`src/design/dma_pkg.sv`:
```
// data memory addressing package: map offsets, field positions, reset values
// assumes: used by the addressing core and its checker, cpu model and testbench, no imports
package dma_pkg;
    // special register offsets, all in sector 0 except eeprom control in sector 1
    localparam logic [7:0] OFS_INDIRECT_PORT_0 = 8'h00;
    localparam logic [7:0] OFS_POINTER_0 = 8'h01;
    localparam logic [7:0] OFS_INDIRECT_PORT_1 = 8'h02;
    localparam logic [7:0] OFS_POINTER_1_LOW = 8'h03;
    localparam logic [7:0] OFS_POINTER_1_HIGH = 8'h04;
    localparam logic [7:0] OFS_ACCUMULATOR = 8'h05;
    localparam logic [7:0] OFS_PROG_COUNTER_LOW = 8'h06;
    localparam logic [7:0] OFS_INDIRECT_PORT_2 = 8'h0c;
    localparam logic [7:0] OFS_POINTER_2_LOW = 8'h0d;
    localparam logic [7:0] OFS_POINTER_2_HIGH = 8'h0e;
    localparam logic [7:0] OFS_EEPROM_CONTROL = 8'h40;
    // own status word: read-only view of pc and jump state
    localparam logic [7:0] OFS_PC_HIGH_STATUS = 8'h0b;
    localparam logic [7:0] OFS_RO_MASK = 8'h0f;
    // area split within a sector
    localparam logic [7:0] SPR_LAST = 8'h7f;
    localparam logic [7:0] GPR_FIRST = 8'h80;
    localparam int GPR_DEPTH = 128;
    localparam int SECTORS = 2;
    localparam int PC_WIDTH = 12;
    localparam int SECTOR_BIT = 0;
    localparam int PCH_BIT_LSB = 8;
    // reset values
    localparam logic [7:0] RST_BYTE = 8'h00;
    localparam logic [7:0] READ_ZERO = 8'h00;
    localparam logic [PC_WIDTH-1:0] RST_PC = 12'h000;
    localparam logic [7:0] RST_RO_MASK = 8'h00;
    // avalon side: byte address = 4 * location index
    localparam int AV_ADDR_W = 11;
    typedef struct packed {
        logic read;
        logic write;
        logic [AV_ADDR_W-1:0] address;
        logic [31:0] writedata;
    } dma_req_t;
    // cpu datapath access: 9-bit address, op kind, bit number
    typedef enum logic [1:0] {DMA_OP_BYTE, DMA_OP_SETBIT, DMA_OP_CLRBIT, DMA_OP_FROMACC} dma_op_t;
    typedef struct packed {
        logic valid;
        logic write;
        dma_op_t op;
        logic [2:0] bit_sel;
        logic [8:0] addr;
        logic [7:0] wdata;
    } dma_cpu_t;
endpackage

```
`src/design/dma_core.sv`:
```
// data memory addressing core: sectors, pointers, indirect ports, pc low
// assumes: cpu datapath on ref_clk, avalon master on ref_clk, one access at a time
`timescale 1ns/10ps
`default_nettype none
module dma_core (
    input wire logic ref_clk,
    input wire logic sys_rst,
    input wire logic [10:0] avs_address,
    input wire logic avs_read,
    input wire logic avs_write,
    input wire logic [31:0] avs_writedata,
    input wire logic [3:0] avs_byteenable,
    output logic [31:0] avs_readdata,
    output logic avs_waitrequest,
    input wire dma_pkg::dma_cpu_t cpu_req,
    input wire logic [7:0] alu_result,
    input wire logic alu_result_valid,
    input wire logic pc_advance,
    output logic [7:0] cpu_rdata,
    output logic cpu_rvalid,
    output logic [7:0] accumulator_out,
    output logic [11:0] prog_counter,
    output logic dummy_cycle,
    output logic [7:0] eeprom_control_out
);
    ////////////////////////////////////////////////////////////////////////
    // storage
    logic [7:0] pointer_0_ff;
    logic [7:0] pointer_1_low_ff;
    logic [7:0] pointer_1_high_ff;
    logic [7:0] pointer_2_low_ff;
    logic [7:0] pointer_2_high_ff;
    logic [7:0] accumulator_ff;
    logic [7:0] eeprom_control_ff;
    logic [7:0] ro_mask_ff;
    logic [11:0] pc_ff;
    logic dummy_ff;
    logic [7:0] gpr_mem [dma_pkg::SECTORS*dma_pkg::GPR_DEPTH];
    logic [7:0] cpu_rdata_ff;
    logic cpu_rvalid_ff;
    logic [31:0] av_rdata_ff;
    logic av_ack_ff;
    logic av_wait_ff;

    ////////////////////////////////////////////////////////////////////////
    // access arbitration: cpu wins, avalon waits until a cycle with no cpu access
    // the datapath cannot stall, so the bus is the side that yields
    // a bus request held across a busy datapath stretch is simply retried
    // limitation: a datapath that never idles starves the bus master
    // av_ack_ff masks the request in the answer cycle so a held strobe
    // is not taken twice before the master has seen waitrequest low
    logic av_req;
    logic av_go;
    logic acc_valid;
    logic acc_write;
    dma_pkg::dma_op_t acc_op;
    logic [2:0] acc_bit;
    logic [8:0] acc_addr;
    logic [7:0] acc_wdata;

    assign av_req = (avs_read | avs_write) & ~av_ack_ff;
    assign av_go = av_req & ~cpu_req.valid;

    // one access port into the map; avalon word index = 9-bit location
    always_comb begin
        if (cpu_req.valid) begin
            acc_valid = 1'b1;
            acc_write = cpu_req.write;
            acc_op = cpu_req.op;
            acc_bit = cpu_req.bit_sel;
            acc_addr = cpu_req.addr;
            acc_wdata = cpu_req.write && cpu_req.op == dma_pkg::DMA_OP_FROMACC ? accumulator_ff
                                                                                : cpu_req.wdata;
        end else begin
            acc_valid = av_go;
            acc_write = avs_write & avs_byteenable[0];
            acc_op = dma_pkg::DMA_OP_BYTE;
            acc_bit = 3'h0;
            acc_addr = avs_address[10:2];
            acc_wdata = avs_writedata[7:0];
        end
    end

    ////////////////////////////////////////////////////////////////////////
    // indirect redirection: sector comes only from pointers or the address
    // only sector 0 holds the ports, so a sector 1 address skips the decode
    // port 0 has one pointer byte, so its sector is forced to 0
    // ports 1 and 2 take the sector from bit 0 of their high pointer;
    // the other high bits are kept as storage but do not steer anything
    // no bank register exists, so nothing else can pick the sector
    logic [8:0] eff_addr;
    logic port_hit;
    always_comb begin
        eff_addr = acc_addr;
        port_hit = 1'b0;
        if (acc_addr[8] == 1'b0) begin
            case (acc_addr[7:0])
                dma_pkg::OFS_INDIRECT_PORT_0: begin
                    eff_addr = {1'b0, pointer_0_ff};
                    port_hit = 1'b1;
                end
                dma_pkg::OFS_INDIRECT_PORT_1: begin
                    eff_addr = {pointer_1_high_ff[dma_pkg::SECTOR_BIT], pointer_1_low_ff};
                    port_hit = 1'b1;
                end
                dma_pkg::OFS_INDIRECT_PORT_2: begin
                    eff_addr = {pointer_2_high_ff[dma_pkg::SECTOR_BIT], pointer_2_low_ff};
                    port_hit = 1'b1;
                end
                default: begin
                    eff_addr = acc_addr;
                    port_hit = 1'b0;
                end
            endcase
        end
    end

    // a pointer that names a port again lands on the port: no storage there
    logic eff_is_port;
    logic eff_is_gpr;
    logic [7:0] gpr_idx;
    assign eff_is_port = ~eff_addr[8] && (eff_addr[7:0] == dma_pkg::OFS_INDIRECT_PORT_0
        || eff_addr[7:0] == dma_pkg::OFS_INDIRECT_PORT_1 || eff_addr[7:0] == dma_pkg::OFS_INDIRECT_PORT_2);
    assign eff_is_gpr = eff_addr[7:0] >= dma_pkg::GPR_FIRST;
    assign gpr_idx = {eff_addr[8], eff_addr[6:0]};

    ////////////////////////////////////////////////////////////////////////
    // read mux
    // default is zero so every unmapped location reads back 00H
    // ports fall to zero as well: they have no storage behind them
    // sector 1 specials only answer at the eeprom control location
    // trade-off: one shared mux keeps bus and datapath views identical
    logic [7:0] rd_val;
    always_comb begin
        rd_val = dma_pkg::READ_ZERO;
        if (eff_is_gpr) begin
            rd_val = gpr_mem[gpr_idx];
        end else if (eff_is_port) begin
            rd_val = dma_pkg::READ_ZERO;
        end else if (eff_addr[8]) begin
            if (eff_addr[7:0] == dma_pkg::OFS_EEPROM_CONTROL) begin
                rd_val = eeprom_control_ff;
            end
        end else begin
            case (eff_addr[7:0])
                dma_pkg::OFS_POINTER_0: rd_val = pointer_0_ff;
                dma_pkg::OFS_POINTER_1_LOW: rd_val = pointer_1_low_ff;
                dma_pkg::OFS_POINTER_1_HIGH: rd_val = pointer_1_high_ff;
                dma_pkg::OFS_POINTER_2_LOW: rd_val = pointer_2_low_ff;
                dma_pkg::OFS_POINTER_2_HIGH: rd_val = pointer_2_high_ff;
                dma_pkg::OFS_ACCUMULATOR: rd_val = accumulator_ff;
                dma_pkg::OFS_PROG_COUNTER_LOW: rd_val = pc_ff[7:0];
                dma_pkg::OFS_PC_HIGH_STATUS: rd_val = {3'h0, dummy_ff, pc_ff[11:8]};
                dma_pkg::OFS_RO_MASK: rd_val = ro_mask_ff;
                default: rd_val = dma_pkg::READ_ZERO;
            endcase
        end
    end

    // bit operations merge into the read value so other bits stay put
    logic [7:0] wr_val;
    always_comb begin
        case (acc_op)
            dma_pkg::DMA_OP_SETBIT: wr_val = rd_val | (8'h01 << acc_bit);
            dma_pkg::DMA_OP_CLRBIT: wr_val = rd_val & ~(8'h01 << acc_bit);
            default: wr_val = acc_wdata;
        endcase
    end

    // write qualifiers
    // a write that lands on a port after redirection is dropped here
    // sfr_wr covers sector 0 specials only; sector 1 is handled apart
    // general ram writes go through eff_is_gpr in both sectors
    logic do_wr;
    logic sfr_wr;
    assign do_wr = acc_valid & acc_write & ~eff_is_port;
    assign sfr_wr = do_wr & ~eff_is_gpr & ~eff_addr[8];

    ////////////////////////////////////////////////////////////////////////
    // general ram, both sectors
    // not reset: software must initialise it before use
    // one write port; reads are combinational from the same array
    // bit operations arrive here already merged with the old byte
    always_ff @(posedge ref_clk) begin
        if (do_wr && eff_is_gpr) begin
            gpr_mem[gpr_idx] <= wr_val;
        end
    end

    // pointer storage, plain read/write so inc and friends work
    // any register op may touch them, bit ops included
    // writes through a port never reach here: eff_addr is the pointed spot
    // unless a pointer itself is the target of the redirection
    always_ff @(posedge ref_clk) begin
        if (sys_rst) begin
            pointer_0_ff <= dma_pkg::RST_BYTE;
            pointer_1_low_ff <= dma_pkg::RST_BYTE;
            pointer_1_high_ff <= dma_pkg::RST_BYTE;
            pointer_2_low_ff <= dma_pkg::RST_BYTE;
            pointer_2_high_ff <= dma_pkg::RST_BYTE;
        end else if (sfr_wr) begin
            case (eff_addr[7:0])
                dma_pkg::OFS_POINTER_0: pointer_0_ff <= wr_val;
                dma_pkg::OFS_POINTER_1_LOW: pointer_1_low_ff <= wr_val;
                dma_pkg::OFS_POINTER_1_HIGH: pointer_1_high_ff <= wr_val;
                dma_pkg::OFS_POINTER_2_LOW: pointer_2_low_ff <= wr_val;
                dma_pkg::OFS_POINTER_2_HIGH: pointer_2_high_ff <= wr_val;
                default: pointer_0_ff <= pointer_0_ff;
            endcase
        end
    end

    // accumulator: alu result takes priority over a register write
    // both in one cycle would be a datapath fault; the alu wins
    // so that the result of the running instruction is never lost
    // register to register moves pass through here as two accesses
    always_ff @(posedge ref_clk) begin
        if (sys_rst) begin
            accumulator_ff <= dma_pkg::RST_BYTE;
        end else if (alu_result_valid) begin
            accumulator_ff <= alu_result;
        end else if (sfr_wr && eff_addr[7:0] == dma_pkg::OFS_ACCUMULATOR) begin
            accumulator_ff <= wr_val;
        end
    end

    // read-only mask for eeprom control; set bits are protected from writes
    // mask resets to zero, so all control bits start writable
    // limitation: the mask itself is freely writable by software
    // it stands for the hardware-owned bits of the control register
    always_ff @(posedge ref_clk) begin
        if (sys_rst) begin
            ro_mask_ff <= dma_pkg::RST_RO_MASK;
        end else if (sfr_wr && eff_addr[7:0] == dma_pkg::OFS_RO_MASK) begin
            ro_mask_ff <= wr_val;
        end
    end

    // the only sector 1 special register
    // protected bits keep their old value, the rest take the write
    always_ff @(posedge ref_clk) begin
        if (sys_rst) begin
            eeprom_control_ff <= dma_pkg::RST_BYTE;
        end else if (do_wr && eff_addr[8] && eff_addr[7:0] == dma_pkg::OFS_EEPROM_CONTROL) begin
            eeprom_control_ff <= (wr_val & ~ro_mask_ff) | (eeprom_control_ff & ro_mask_ff);
        end
    end

    ////////////////////////////////////////////////////////////////////////
    // program counter: pc low write jumps within the page, then one dummy
    // only the low byte is loaded; the page bits stay where they are
    // the jump beats a pending advance in the same cycle
    // the advance is held off during the dummy cycle so the
    // freshly loaded target is not skipped
    // pc wraps at the top of program memory
    logic pcl_wr;
    assign pcl_wr = sfr_wr && eff_addr[7:0] == dma_pkg::OFS_PROG_COUNTER_LOW;
    always_ff @(posedge ref_clk) begin
        if (sys_rst) begin
            pc_ff <= dma_pkg::RST_PC;
        end else if (pcl_wr) begin
            pc_ff <= {pc_ff[11:dma_pkg::PCH_BIT_LSB], wr_val};
        end else if (pc_advance && !dummy_ff) begin
            pc_ff <= pc_ff + 12'h001;
        end
    end

    // dummy cycle flag stalls the fetch for exactly one cycle
    // a second pc low write right behind the first restarts the stall
    // the flag is also visible at the read-only status word
    always_ff @(posedge ref_clk) begin
        if (sys_rst) begin
            dummy_ff <= 1'b0;
        end else begin
            dummy_ff <= pcl_wr;
        end
    end

    ////////////////////////////////////////////////////////////////////////
    // answers
    // read data is registered, so it stands one cycle after the access
    // rvalid pulses once for every datapath read
    // the data byte is kept until the next read replaces it
    always_ff @(posedge ref_clk) begin
        if (sys_rst) begin
            cpu_rdata_ff <= dma_pkg::RST_BYTE;
            cpu_rvalid_ff <= 1'b0;
        end else begin
            cpu_rvalid_ff <= cpu_req.valid & ~cpu_req.write;
            if (cpu_req.valid && !cpu_req.write) begin
                cpu_rdata_ff <= rd_val;
            end
        end
    end

    // avalon: waitrequest high until the cycle after the access is done
    // waitrequest has its own flop so the pin comes straight from a register
    always_ff @(posedge ref_clk) begin
        if (sys_rst) begin
            av_ack_ff <= 1'b0;
            av_wait_ff <= 1'b1;
            av_rdata_ff <= 32'h0000_0000;
        end else begin
            av_ack_ff <= av_go;
            av_wait_ff <= ~av_go;
            if (av_go) begin
                av_rdata_ff <= {24'h00_0000, rd_val};
            end
        end
    end

    assign avs_waitrequest = av_wait_ff;
    assign avs_readdata = av_rdata_ff;
    assign cpu_rdata = cpu_rdata_ff;
    assign cpu_rvalid = cpu_rvalid_ff;
    assign accumulator_out = accumulator_ff;
    assign prog_counter = pc_ff;
    assign dummy_cycle = dummy_ff;
    assign eeprom_control_out = eeprom_control_ff;
endmodule
`default_nettype wire

```
`config.mk`:
```
export PLATFORM = sky130hd
export DESIGN_NAME = dma_core
export DESIGN_NICKNAME = d
export VERILOG_FILES = /design/src/design/dma_pkg.sv /design/src/design/dma_core.sv
export SDC_FILE = /design/constraint.sdc
export NUM_CORES = 2
export LEC_CHECK = 0
export ABC_AREA = 1
export BUFFER_PORTS_ARGS = -buffer_cell sky130_fd_sc_hd__buf_2
export CORE_ASPECT_RATIO = 2
export CORE_MARGIN = 5
export CORE_UTILIZATION = 40
export CTS_BUF_LIST = sky130_fd_sc_hd__clkbuf_8
export DETAILED_ROUTE_END_ITERATION = 6
export HOLD_SLACK_MARGIN = 0.03
export PLACE_DENSITY = 0.67
export REMOVE_ABC_BUFFERS = 1
export SYNTH_ARGS = -nofsm -noshare
export SYNTH_HDL_FRONTEND = slang
export SYNTH_SLANG_ARGS = --single-unit
```
`constraint.sdc`:
```
create_clock -name ref_clk -period 14.9 [get_ports ref_clk]
set_input_delay 1.49 -clock ref_clk [delete_from_list [all_inputs] [get_ports ref_clk]]
set_output_delay 1.49 -clock ref_clk [all_outputs]
set_load 0.05 [all_outputs]
```
==> flow_summary.yaml <==
timing:
  finalHoldViolations: 0
  fin_skew_ns: 0.0913
  grt_setup_unrepaired: "false"
  setup_viol: 0
  worst_slew_pin_slew_ns: 1.18
  fin_crit_sh_pct: 64.9
  period_needed_ns: 9.67
  fin_ws_ns: 5.23
  max_freq_ghz: 0.103
  maxSlewViolCount: 0
  setup_tns_ns: 0
  slew_headroom_pct: 21.4
hold_path:
  worstHoldStart: "avs_readdata[2]$_SDFFE_PP0P_"
  hp-class: "reg -> reg"
  hold_depth: 2
  min_to: "avs_readdata[2]$_SDFFE_PP0P_"
drt:
  drt_first_pass_iters: 6
  vias: 68700
  met2WireLength_um: 137000
  wl_met3_um: 17900
  drc_errors: 0
  ant_nets: 0
  viasPerCell: 4.86
  avgRoutedWirePerCell_um: 19.1
  drt-initial-drc-count: 5781
  met1_length_um: 95000
  postRouteWirelength_um: 270000
  routed.top_layer: "met5"
clock_network:
  clk_pin_slew_ns: 0.07
  postCtsSetupRepairBufs: 0
  cts.htree.levels: 5
  holdBufCountCts: 0
  clk_latency_ns: 0.95
  cts_buffers: 306
  cts_max_path_buffers: 4
  cts_resized: 0
  cts_tree: "yes"
  cts.sinks: 2144
  root_buffer: "clkbuf_8"
critical_path:
  cpLargestDelayFamily: "simple AND/OR/NAND/NOR gates"
  cpMostUsedCell: "nand2_1"
  slowest_stage: "buf_4"
  cp_slowest_stage_delay_ns: 0.90
  crit_path_start_kind: "input port"
  reg2regPathDepth: 23
  r2r_start: "pointer_2_low_ff[0]$_SDFFE_PP0P_"
  crit_required_ns: 15.44
  reg2reg_to: "gpr_mem[35][7]$_DFFE_PP_"
  arrival_ns: 10.21
  crit_buf_inv: 7
  r2r_slack_ns: 7.10
  critPathKind: "in -> reg"
  crit_path_end_kind: "flip-flop"
  cp_max_fo: 124
grt:
  overflow: 0
  antenna_found_initial: 10
  grt_max_degree: 154
  grt_pass1_vias: 65900
  grt_use_total_pct: 20.5
  grt_pass1_wl_um: 399000
place:
  place_ws_ns: 4.54
  port-buffer-count: 102
  placed_cell_area_mm2: 0.101
  dpl.hpwl_um: 163000
  gp_congestion: 0.896
yosys:
  ys.flop_type: "edfxtp_1"
  netlist_area_mm2: 0.0981
  postSynthAreaPerCell_um2: 9.21
  synth_seq_cells: 2144
  yosys-top-cells-area: "edfxtp_1, nand2_1, inv_1"
  async_flop_share_pct: 0
  synth_top_area_share_pct: 62.7
  ys_types: 43
  synthCells: 10700
  yosysTopAreaCell: "edfxtp_1"
  yosys-top-cells-count: "nand2_1, edfxtp_1, inv_1"
  synth_edf_count: 2048
  seq_area_frac_synth_pct: 64.7
  yosysMostFrequentCell: "nand2_1"
  yosysWarningCount: 0
power:
  power-per-cell-area_mw_per_mm2: 117
  vdd_drop_max_mv: 0.0723
  p_leak_nw: 48.1
  power_mw: 12.5
cells_and_area:
  final.fill_count: 23100
  layout.nets: 10800
  layout-drive-gt1-share_pct: 6.22
  area_growth_pct: 8.97
  final_area_mm2: 0.107
die:
  start_util_pct: 40.1
  io_pins: 156
  core.rowCount: 257
  dieArea_mm2: 0.256
  die_x_um: 360
  coreArea_mm2: 0.245
  die-height_um: 710
run_status:
  status: "finished clean"
job:
  cap_violations: 0
worst reg2reg max path, stage by stage (launching register included):
cell and delay (ns):
dfxtp_1 0.35, nand3_1 0.08, nand3_1 0.17, nand3_4 0.36, nand2_8 0.75, buf_12 0.50, o21ai_0 0.36, nand2_1 0.09
nand2_1 0.06, nand2_1 0.05, nand2_1 0.17, nor2_1 0.32, nor2_1 0.17, nor2_1 0.25, nand2_1 0.08, nand2_1 0.16
nand2_1 0.07, o21ai_1 0.12, nand2_1 0.31, nand2_1 0.16, nand2_1 0.15, nand2_8 0.70, buf_4 0.96, buf_4 0.93
state kept, by name (all words and copies together) (netlist names), 8 cells and up, named ones only:
signal	cells
avs_readdata	8
pointer_2_low_ff	8
pointer_2_high_ff	8
pointer_0_ff	8
accumulator_out	8
pointer_1_low_ff	8
pointer_1_high_ff	8
gpr_mem	2048
prog_counter	12
ro_mask_ff	8
cpu_rdata	8
cell families after synthesis:
group	Yosys count	share of synthesized area (%)
flip-flops	2144	64.7
adder cells (fa/ha/maj)	3	0.0383
buffers and inverters	2190	9.01
other	1	0.00382
AND/OR/NAND/NOR	5759	23.3
XOR/XNOR	6	0.0536
AO/OA/AOI/OAI	552	2.91
metal layers:
metal	vias to the layer above	track usage, %
li1	33200	-
met1	32100	22.6
met2	2660	37.0
met3	770	2.58
met4	4	13.4
met5	-	0
metrics by stage:
stage          hold slack, ns  instances  utilization, %
4_1_cts                 0.459      14100            43.7
2_1_floorplan           0.503      10100               -
5_1_grt                 0.484      14100            43.7
6_report                0.456      14100            43.7
3_5_place_dp            0.445      13600            41.4
3_3_place_gp            0.439      13600            41.4
layout make-up:
cell class	instances	area, um^2	share of cell area (%)
Antenna cell	11	27.5	0.0258
Clock buffer	319	4390	4.11
Clock inverter	198	1040	0.978
Inverter	1661	6250	5.85
Multi-Input combinational cell	6344	26100	24.5
Sequential cell	2144	63400	59.3
Tap cell	3237	4050	3.79
Timing Repair Buffer	217	1560	1.46
how the worst max path moves through the flow:
stage | startpoint | endpoint | cells after the start
finish | cpu_req[23] | gpr_mem[35][7]$_DFFE_PP_ | 33
global route | cpu_req[23] | gpr_mem[33][7]$_DFFE_PP_ | 33
CTS | cpu_req[23] | gpr_mem[35][7]$_DFFE_PP_ | 33
detailed placement | cpu_req[23] | gpr_mem[34][7]$_DFFE_PP_ | 33
global placement | cpu_req[23] | gpr_mem[164][7]$_DFFE_PP_ | 33
floorplan | cpu_req[23] | gpr_mem[0][7]$_DFFE_PP_ | 22
power breakdown:
group          switching, mW  leakage, nW  total [mW]  internal, mW
combinational           1.10         25.7        1.36         0.258
sequential           0.00550         19.3        6.79          6.78
clock                   2.22         3.08        4.33          2.11
total                   3.33         48.1        12.5          9.15
layout by cell type, fill, tap and decap left out, types with 5 or more instances in the layout:
cell type / n
nor2_1: 798
dfxtp_1: 96
conb_1: 24
inv_1: 1724
clkinvlp_4: 5
inv_6: 8
edfxtp_1: 2048
o21ai_1: 121
o22ai_1: 27
a21oi_1: 100
nor3_1: 7
clkinv_2: 35
inv_2: 7
buf_2: 102
nand2_2: 21
buf_4: 100
o21ai_0: 280
nand3b_1: 210
buf_12: 15
nand2_8: 12
nand4_1: 9
clkbuf_8: 319
xor2_1: 5
nand3_1: 169
nand2_1: 4495
clkinv_1: 68
o211ai_1: 11
a31oi_1: 5
bufinv_16: 7
nand3_2: 5
diode_2: 11
or2_2: 16
Note: power is estimated with default switching activity, not from simulation.
